File: config.mk
export PLATFORM = sky130hd
export DESIGN_NAME = msr_header
export DESIGN_NICKNAME = d
export VERILOG_FILES = /design/src/msr_pkg.sv /design/src/msr_clock_counter.sv /design/src/msr_header.sv
export SDC_FILE = /design/constraint.sdc
export NUM_CORES = 1
export LEC_CHECK = 0
export BUFFER_PORTS_ARGS = -buffer_cell sky130_fd_sc_hd__buf_4
export CAP_MARGIN = 40
export CORE_ASPECT_RATIO = 2
export CORE_MARGIN = 8
export CORE_UTILIZATION = 35
export DETAILED_ROUTE_END_ITERATION = 7
export PLACE_DENSITY_LB_ADDON = 0.25
export REMOVE_ABC_BUFFERS = 1
export SETUP_SLACK_MARGIN = 0.02
export SYNTH_ARGS = -nofsm -noshare
export SYNTH_HDL_FRONTEND = slang
export SYNTH_HIERARCHICAL = 1
export SYNTH_SLANG_ARGS = --single-unit
export TNS_END_PERCENT = 100
File: constraint.sdc
create_clock -name core_clk -period 5.78 [get_ports core_clk]
set_input_delay 0.867 -clock core_clk [delete_from_list [all_inputs] [get_ports core_clk]]
set_output_delay 0.867 -clock core_clk [all_outputs]
set_load 0.01 [all_outputs]
File: src/msr_pkg.sv
/*
 * msr_pkg: field layout, codes and widths of the search result header.
 * assumes nothing beyond a SystemVerilog compiler.
 */
`default_nettype none
package msr_pkg;
    // number of dwords in the header phase
    localparam int unsigned DW_COUNT = 8;
    // field positions
    localparam int unsigned STALL_LSB     = 16;
    localparam int unsigned COMPUTE_LSB   = 0;
    localparam int unsigned ALT_LEN_LSB   = 26;
    localparam int unsigned MVLIM_BIT     = 25;
    localparam int unsigned ESTOP_BIT     = 24;
    localparam int unsigned PRED_LSB      = 16;
    localparam int unsigned SHAPE_LSB     = 8;
    localparam int unsigned NBR_LSB       = 0;
    localparam int unsigned SKIP_LSB      = 16;
    localparam int unsigned INTER_LSB     = 0;
    localparam int unsigned REF1SUM_LSB   = 16;
    localparam int unsigned PATH_LSB      = 8;
    localparam int unsigned BORDER1_LSB   = 4;
    localparam int unsigned BORDER0_LSB   = 0;
    localparam int unsigned MVCNT_LSB     = 24;
    localparam int unsigned UNPACK_BIT    = 23;
    localparam int unsigned INTRA_TY_LSB  = 16;
    localparam int unsigned XFORM_BIT     = 15;
    localparam int unsigned FIELD_BIT     = 14;
    localparam int unsigned INTER_TY_LSB  = 8;
    localparam int unsigned CHROMA_LSB    = 16;
    localparam int unsigned INTRA_D_LSB   = 0;
    // limits and masks
    localparam logic [5:0] ALT_LEN_MAX    = 6'h30;
    localparam logic [5:0] MVCNT_MAX      = 6'h20;
    localparam logic [7:0] NBR_MASK       = 8'h3f;
    localparam logic [1:0] INTRA_OFF_MSB  = 2'h2;
    localparam logic [1:0] LUMA16_MASK    = 2'h3;
    localparam logic [3:0] ZERO_NIB       = 4'h0;
    localparam int unsigned REF1SUM_SHIFT = 16;

    typedef enum logic [1:0] {
        MSR_PART_16X16,
        MSR_PART_16X8,
        MSR_PART_8X16,
        MSR_PART_8X8
    } msr_part_e;

    typedef enum logic [1:0] {
        MSR_IMODE_16X16,
        MSR_IMODE_8X8,
        MSR_IMODE_4X4,
        MSR_IMODE_RSVD
    } msr_imode_e;

    typedef enum logic [1:0] {
        MSR_ST_IDLE,
        MSR_ST_RUN,
        MSR_ST_DONE
    } msr_state_e;

    // per-request search outcome handed in by the engine datapath
    typedef struct packed {
        logic [5:0]  alt_path_units;
        logic [7:0]  path_units;
        logic        mv_limit_hit;
        logic        early_stop_hit;
        msr_part_e   inter_partition_mode;
        msr_imode_e  intra_partition_mode;
        logic        intra_block_flag;
        logic        dual_path;
        logic        luma_16x16;
        logic        any_sub_lt_8x8;
        logic [7:0]  sub_partition_pred_modes;
        logic [7:0]  sub_partition_shapes;
        logic [15:0] chroma_dist_cb;
        logic [15:0] chroma_dist_cr;
        logic [15:0] best_intra_dist;
        logic [15:0] skip_raw_dist;
        logic [15:0] best_inter_dist;
        logic [26:0] ref1_distortion_sum;
        logic [3:0]  border_ref0;
        logic [3:0]  border_ref1;
        logic [5:0]  motion_vector_count;
        logic [4:0]  intra_block_type_code;
        logic [4:0]  inter_block_type_code;
        logic [63:0] luma_pred_modes;
    } msr_result_s;

    // request options copied or used from the input message
    typedef struct packed {
        logic [7:0] neighbor_avail_mask;
        logic [1:0] intra_compute_select;
        logic       skip_eval_enable;
        logic       large_transform_inter_enable;
        logic       source_field_access;
    } msr_request_s;
endpackage : msr_pkg
`default_nettype wire

File: src/msr_clock_counter.sv
/*
 * msr_clock_counter: saturating per-request cycle counter.
 * assumes clear and count are synchronous to core_clk.
 */
`timescale 1ns/10ps
`default_nettype none
module msr_clock_counter #(
    parameter int unsigned WIDTH = 16
) (
    input  wire logic             core_clk, // engine clock
    input  wire logic             arst_n,   // async reset, low
    input  wire logic             clear,    // restart at zero
    input  wire logic             count,    // add one this cycle
    output logic [WIDTH-1:0]      value     // running count
);
    // saturate so a long request never wraps to a small figure
    always_ff @(posedge core_clk or negedge arst_n) begin
        if (!arst_n) begin
            value <= '0;
        end else if (clear) begin
            value <= '0;
        end else if (count && (value != {WIDTH{1'b1}})) begin
            value <= value + {{(WIDTH-1){1'b0}}, 1'b1};
        end
    end
endmodule : msr_clock_counter
`default_nettype wire

File: src/msr_header.sv
/*
 * msr_header: builds result phase 0 (eight dwords) of a motion search
 * return message. the engine pulses start, then reports busy cycles with
 * stall marking, then pulses done with the outcome and request options.
 * assumes all inputs except the async reset arst_n are synchronous to core_clk.
 */
// Notes on behaviour
// [RQ1] w0.7 31:16 counts stalled or cache-starved cycles of this request
// [RQ2] w0.7 15:0 counts active, unstalled processing cycles
// [RQ3] w0.6 31:26 second-path unique search units, zero for single path
// [RQ4] w0.6 bit 25 set when vector limit rejected best; 16x16 source only
// [RQ5] w0.6 bit 24 set when early stop ended the integer search
// [RQ6] w0.6 23:16 four sub-partition prediction modes, unused bits zero
// [RQ7] w0.6 15:8 sub-partition shapes, zero unless 8x8 partitioning
// [RQ8] w0.6 7:0 neighbour byte copied from the request
// [RQ9] neighbour byte bits 7:6 zero, whole byte zero when intra disabled
// [RQ10] w0.4/w0.5 four luma mode words, zero when intra disabled
// [RQ11] 16x16 intra luma modes carry only two meaningful low bits
// [RQ12] w0.3 31:16 chroma distortion cb plus cr, zero intra disabled
// [RQ13] w0.2 31:16 skip raw distortion, zero when skip not enabled
// [RQ14] w0.2 15:0 best inter distortion
// [RQ15] w0.1 26:16 top eleven bits of reference 1 distortion sum
// [RQ16] w0.1 15:8 total search units of both paths
// [RQ17] w0.1 7:4 ref1 and 3:0 ref0 border masks of the winner
// [RQ18] w0.0 28:24 packed motion vector count, zero to 32; a count of 32 reads as zero
// [RQ19] w0.0 bit 23 reads zero; output always unpacked
// [RQ20] w0.0 20:16 intra block type code, zero when intra disabled
// [RQ21] w0.0 bit 15 8x8 transform choice, zero for non-16x16 source
// [RQ22] w0.0 bit 14 copies source field access
// [RQ23] kernel ignores fields not valid for its message type
`timescale 1ns/10ps
`default_nettype none
module msr_header #(
    parameter int unsigned CNT_W = 16
) (
    input  wire logic                 core_clk, // engine clock
    input  wire logic                 arst_n,   // async reset, low
    input  wire logic                 start,    // request accepted
    input  wire logic                 busy,     // engine working
    input  wire logic                 stalled,  // cache miss stall
    input  wire logic                 done,     // outcome valid
    input  wire msr_pkg::msr_result_s result,   // search outcome
    input  wire msr_pkg::msr_request_s req,     // request options
    output logic [255:0]              phase0,   // dwords 7..0
    output logic                      phase0_valid, // one-cycle pulse
    output logic                      counting  // request in flight
);
    import msr_pkg::*;

    msr_state_e       state_r;
    logic [CNT_W-1:0] stall_cnt;
    logic [CNT_W-1:0] comp_cnt;
    logic             intra_off;
    logic [31:0]      w7_nxt, w6_nxt, w3_nxt, w2_nxt, w1_nxt, w0_nxt;
    logic [63:0]      luma_nxt;
    logic [16:0]      chroma_sum;
    logic [7:0]       nbr_nxt;
    logic [7:0]       pred_nxt;
    logic [5:0]       alt_nxt;
    logic [4:0]       mvcnt_nxt;
    logic             xform_nxt;
    logic             in_req;

    assign in_req = (state_r == MSR_ST_RUN);

    always_ff @(posedge core_clk or negedge arst_n) begin
        if (!arst_n) begin
            state_r <= MSR_ST_IDLE;
        end else begin
            case (state_r)
                MSR_ST_IDLE: if (start) state_r <= MSR_ST_RUN;
                MSR_ST_RUN:  if (done)  state_r <= MSR_ST_DONE;
                MSR_ST_DONE: state_r <= start ? MSR_ST_RUN : MSR_ST_IDLE;
                default:     state_r <= MSR_ST_IDLE;
            endcase
        end
    end

    msr_clock_counter #(.WIDTH(CNT_W)) u_stall (
        .core_clk (core_clk),
        .arst_n   (arst_n),
        .clear    (start),
        .count    (in_req && busy && stalled),   // RQ1
        .value    (stall_cnt)
    );

    msr_clock_counter #(.WIDTH(CNT_W)) u_comp (
        .core_clk (core_clk),
        .arst_n   (arst_n),
        .clear    (start),
        .count    (in_req && busy && !stalled),  // RQ2
        .value    (comp_cnt)
    );

    // intra disabled when the select's upper bit is set (1x)
    assign intra_off = (req.intra_compute_select & INTRA_OFF_MSB) != 2'h0;

    always_comb begin
        nbr_nxt = req.neighbor_avail_mask & NBR_MASK; // RQ8 RQ9
        if (intra_off) nbr_nxt = 8'h00; // RQ9
        alt_nxt = result.dual_path ? result.alt_path_units : 6'h00; // RQ3
        if (alt_nxt > ALT_LEN_MAX) alt_nxt = ALT_LEN_MAX;
        case (result.inter_partition_mode) // RQ6
            MSR_PART_16X16:
                pred_nxt = {6'h00, result.sub_partition_pred_modes[1:0]};
            MSR_PART_16X8,
            MSR_PART_8X16:
                pred_nxt = {4'h0, result.sub_partition_pred_modes[3:0]};
            default: pred_nxt = result.sub_partition_pred_modes;
        endcase
        w7_nxt = {stall_cnt[15:0], comp_cnt[15:0]}; // RQ1 RQ2
        w6_nxt = {alt_nxt,
                  result.mv_limit_hit && result.luma_16x16, // RQ4
                  result.early_stop_hit, // RQ5
                  pred_nxt,
                  (result.inter_partition_mode == MSR_PART_8X8)
                      ? result.sub_partition_shapes : 8'h00, // RQ7
                  nbr_nxt};
        luma_nxt = result.luma_pred_modes;
        if (intra_off) begin
            luma_nxt = 64'h0; // RQ10
        end else if (result.intra_block_flag &&
                     result.intra_partition_mode == MSR_IMODE_16X16) begin
            // only four 16x16 modes, so upper bits would be noise
            luma_nxt = {14'h0, result.luma_pred_modes[49:48], // RQ11
                        14'h0, result.luma_pred_modes[33:32],
                        14'h0, result.luma_pred_modes[17:16],
                        14'h0, result.luma_pred_modes[1:0]};
        end
        chroma_sum = {1'b0, result.chroma_dist_cb} +
                     {1'b0, result.chroma_dist_cr};
        // saturate rather than wrap so a huge sum still ranks as poor
        w3_nxt = {(chroma_sum[16] ? 16'hffff : chroma_sum[15:0]), // RQ12
                  result.best_intra_dist};
        if (intra_off) w3_nxt = 32'h0; // RQ12
        w2_nxt = {req.skip_eval_enable ? result.skip_raw_dist : 16'h0, // RQ13
                  result.best_inter_dist}; // RQ14
        w1_nxt = {5'h00,
                  result.ref1_distortion_sum[26:REF1SUM_SHIFT], // RQ15
                  result.path_units, // RQ16
                  result.border_ref1, result.border_ref0}; // RQ17
        // a count beyond the five-bit range reads as zero
        mvcnt_nxt = (result.motion_vector_count > MVCNT_MAX)
                    ? 5'h00 : result.motion_vector_count[4:0]; // RQ18
        if (!result.luma_16x16) begin
            xform_nxt = 1'b0; // RQ21
        end else if (result.intra_block_flag) begin
            xform_nxt = result.intra_partition_mode == MSR_IMODE_8X8;
        end else begin
            xform_nxt = req.large_transform_inter_enable &&
                        !result.any_sub_lt_8x8;
        end
        w0_nxt = {3'h0, mvcnt_nxt,
                  1'b0, // RQ19
                  2'h0,
                  intra_off ? 5'h00 : result.intra_block_type_code, // RQ20
                  xform_nxt,
                  req.source_field_access, // RQ22
                  1'b0,
                  result.inter_block_type_code,
                  ZERO_NIB, ZERO_NIB};
    end

    always_ff @(posedge core_clk or negedge arst_n) begin
        if (!arst_n) begin
            phase0       <= '0;
            phase0_valid <= 1'b0;
        end else begin
            phase0_valid <= in_req && done;
            if (in_req && done) begin
                phase0 <= {w7_nxt, w6_nxt, luma_nxt, w3_nxt, w2_nxt,
                           w1_nxt, w0_nxt};
            end
        end
    end

    always_ff @(posedge core_clk or negedge arst_n) begin
        if (!arst_n) begin
            counting <= 1'b0;
        end else begin
            counting <= (state_r == MSR_ST_RUN) ? !done : start;
        end
    end
endmodule : msr_header
`default_nettype wire

==> impl_metrics.tcl <==
set metrics [dict create \
    powerDensity_nw_per_um2 340.0 \
    worst_ep_arrival_time_ps 3230 \
    hpwl_mm 30.85 \
    cp-start-kind "input pin" \
    hp-class "in -> async" \
    synth_seq_area_share_pct 56.82 \
    power.leakage_nw 8.837 \
    nets 1924 \
    drive_gt1_share_pct 33.27 \
    clock_latency_ps 540 \
    routed_wl_mm 41.64 \
    syn_inst 1212 \
    slew_viol_final 0 \
    synth_area_per_cell_sq_um 9.811 \
    synth_area_sq_um 11890 \
    synth_flop_cell "dfrtp_1" \
    ctsResizeCount 0 \
    timing.final.hold_violations 0 \
    synth-edff-count 0 \
    die_x_microns 146.3 \
    yosys_warnings 6 \
    required_ps 6190 \
    post-route-period-util_pct 48.82 \
    start_util_pct 35.48 \
    min_period_ps 2822 \
    criticalPathCategory "in -> reg" \
    ys_types 65 \
    area_growth_pct 39.77 \
    grt_pass1_vias 10720 \
    rows 95 \
    final_cell_mix "476 x buf_4, 439 x nand2_1, 270 x dfrtp_1, 60 x a22o_1" \
    clockBufferDepth 3 \
    chipHeight_microns 276.7 \
    drt-initial-drc-count 382 \
    setup-violations-final 0 \
    cts_tree "yes" \
    cp_cell_sequence "buf_4 -> ha_1 -> fa_1 -> a211oi_1 -> o211ai_1 -> a31oi_2 -> a21oi_1 -> buf_4 -> nor2_1 -> a21oi_1" \
    max_cap_viol_count 0 \
    wl_per_cell_microns 19.77 \
    clk_pin_slew_worst_paths_ps 70 \
    final-instance-count-excl-fill 2106 \
    firstDrtPassIters 5 \
    num_vias 10460 \
    drc_errors 0 \
    path_delay_family "compound AO/OA/AOI/OAI gates" \
    fmax_ghz 0.3544 \
    dp_cells 2056 \
    gr-total-overflow 0 \
    grt_pass1_wl_mm 63.69 \
    setup_slack_ps 2958 \
    detailedPlace.worstSlack_ps 2392 \
    critPathBufInv 2 \
    worstMarginPinSlew_ps 922.0 \
    cp_slowest_cell "fa_1" \
    cts.sinks 270 \
    gp_congestion 0.8792 \
    grt_start_max_net_pins 115 \
    skew_ps 11.62 \
    track_usage_pct 19.86 \
    io_buffers 470 \
    numCtsBuffers 27 \
    rsz0062_at_grt "no" \
    critPathMaxStageDelay_ps 440 \
    regToRegSetupSlack_ps 3180 \
    synthArstFlopShare_pct 100.0 \
    cts_hold_buf 0 \
    timing.hold.ws_ps 375.5 \
    clk_root_buffer_cell "clkbuf_16" \
    core_area_sq_um 33520 \
    ioPinCount 512 \
    max_slew_margin_pct 38.53 \
    crit_fanout 12 \
    synth_seq_cells 270 \
    end_kind "register" \
    final_common_cell "buf_4" \
    grt_antenna_before_repair 2 \
    vias_per_cell 4.967 \
    cts_htree_levels 1 \
    postRouteAntennaNets 0 \
    cts_setup_buffers 0 \
    dieArea_sq_um 40490 \
    status "finished, final reports clean" \
    peakVddDrop_mv 0.2245 \
]
state kept, by name, summed over array words and instances (netlist names):
name / cells
phase0_valid: 1
phase0: 234
state_r: 2
u_stall/value: 16
u_comp/value: 16
counting: 1
worst register-to-register path, cell delays in order, from the launching register on:
cell and delay, ps:
dfrtp_1 370, and2b_1 310, nand2_4 300, inv_6 430
buf_16 330, buf_4 490, nand2_1 130, o21ai_0 160
through the flow:
stage               cell area [sq um]  TNS (ps)  utilization, %  total power (W)
finish                          16620         0           49.59         0.005650
global route                    16620         0           49.58         0.005944
CTS                             16620         0           49.57         0.005744
detailed placement              15690         0           46.81         0.003859
global placement                15640         0           46.65         0.003824
floorplan                       11460   -515160               -         0.002959
where the power goes:
group	switching, W	internal (W)
clock network	0.000773	0.00108
registers	0.000178	0.00220
logic	0.000738	0.000683
cells in the mapped netlist, types with 2 or more instances:
cell / n / area [sq um]
inv_1: 8 / 30.03
xor2_1: 5 / 43.79
nor3b_1: 2 / 15.01
nand4_2: 2 / 25.02
ha_1: 20 / 250.2
o211ai_1: 2 / 15.01
or4_2: 4 / 35.03
a21o_1: 4 / 30.03
a21oi_1: 42 / 210.2
nand3_1: 40 / 200.2
nor4_4: 2 / 42.54
o21ai_0: 16 / 80.08
nor2b_1: 9 / 56.30
a22o_1: 60 / 525.5
nand4_1: 12 / 75.07
and4_2: 4 / 40.04
nor4_1: 9 / 56.30
or3_1: 4 / 25.02
buf_6: 4 / 45.04
a211oi_1: 4 / 30.03
buf_1: 3 / 11.26
and2_1: 2 / 12.51
dfrtp_1: 270 / 6756
clkbuf_4: 2 / 15.01
nor3_1: 5 / 25.02
nand2_1: 440 / 1652
or3_2: 2 / 15.01
mux2_1: 8 / 90.09
or4_1: 12 / 90.09
mux2i_1: 2 / 20.02
o31ai_1: 14 / 105.1
a22oi_1: 2 / 15.01
buf_2: 6 / 30.03
o21ai_1: 18 / 90.09
nor2_1: 17 / 63.81
clkbuf_1: 48 / 180.2
nand3b_1: 42 / 315.3
a211oi_2: 2 / 25.02
buf_4: 29 / 217.7
xnor2_1: 4 / 35.03
and3_1: 6 / 37.54
o211ai_2: 2 / 25.02
layout make-up:
type,instances,area (sq um)
Fill cell,3165,16900
Tap cell,436,545.5
Inverter,9,38.79
Clock inverter,15,196.4
Clock buffer,33,728.2
Timing Repair Buffer,480,3664
Multi-Input combinational cell,861,4687
Antenna cell,2,5.005
Sequential cell,270,6756
routing by layer:
layer | global-route usage (%) | share of wire (%)
met1 | 20.76 | 36
met3 | 4.810 | 7.0
met4 | 8.552 | 3.8
met2 | 36.75 | 54
met5 | 0 | 0
cells by family (layout without fill, tap and decap cells):
group / Yosys count / count (layout) / share of synthesized area (%)
AOI/OAI and AO/OA: 178 / 178 / 10.80
xor gates and xnor gates: 9 / 9 / 0.6628
adders and majority gates: 21 / 21 / 2.273
buffers and inverters: 102 / 537 / 4.598
DFF: 270 / 270 / 56.82
muxes: 11 / 11 / 1.021
other: 1 / 24 / 0.03154
and+or+nand+nor: 620 / 620 / 23.80
path summary, 6_finish.rpt:
check,startpoint,to,depth (start not counted)
max,result[163],phase0[121],10
min,arst_n,phase0[243],1
max reg2reg,state_r[1],phase0[15],7
min reg2reg,phase0[88],phase0[88],2
max in group asynchronous,arst_n,phase0[145],2
min in group core_clk,phase0[88],phase0[88],2
Power figures use the tool's default switching activity.
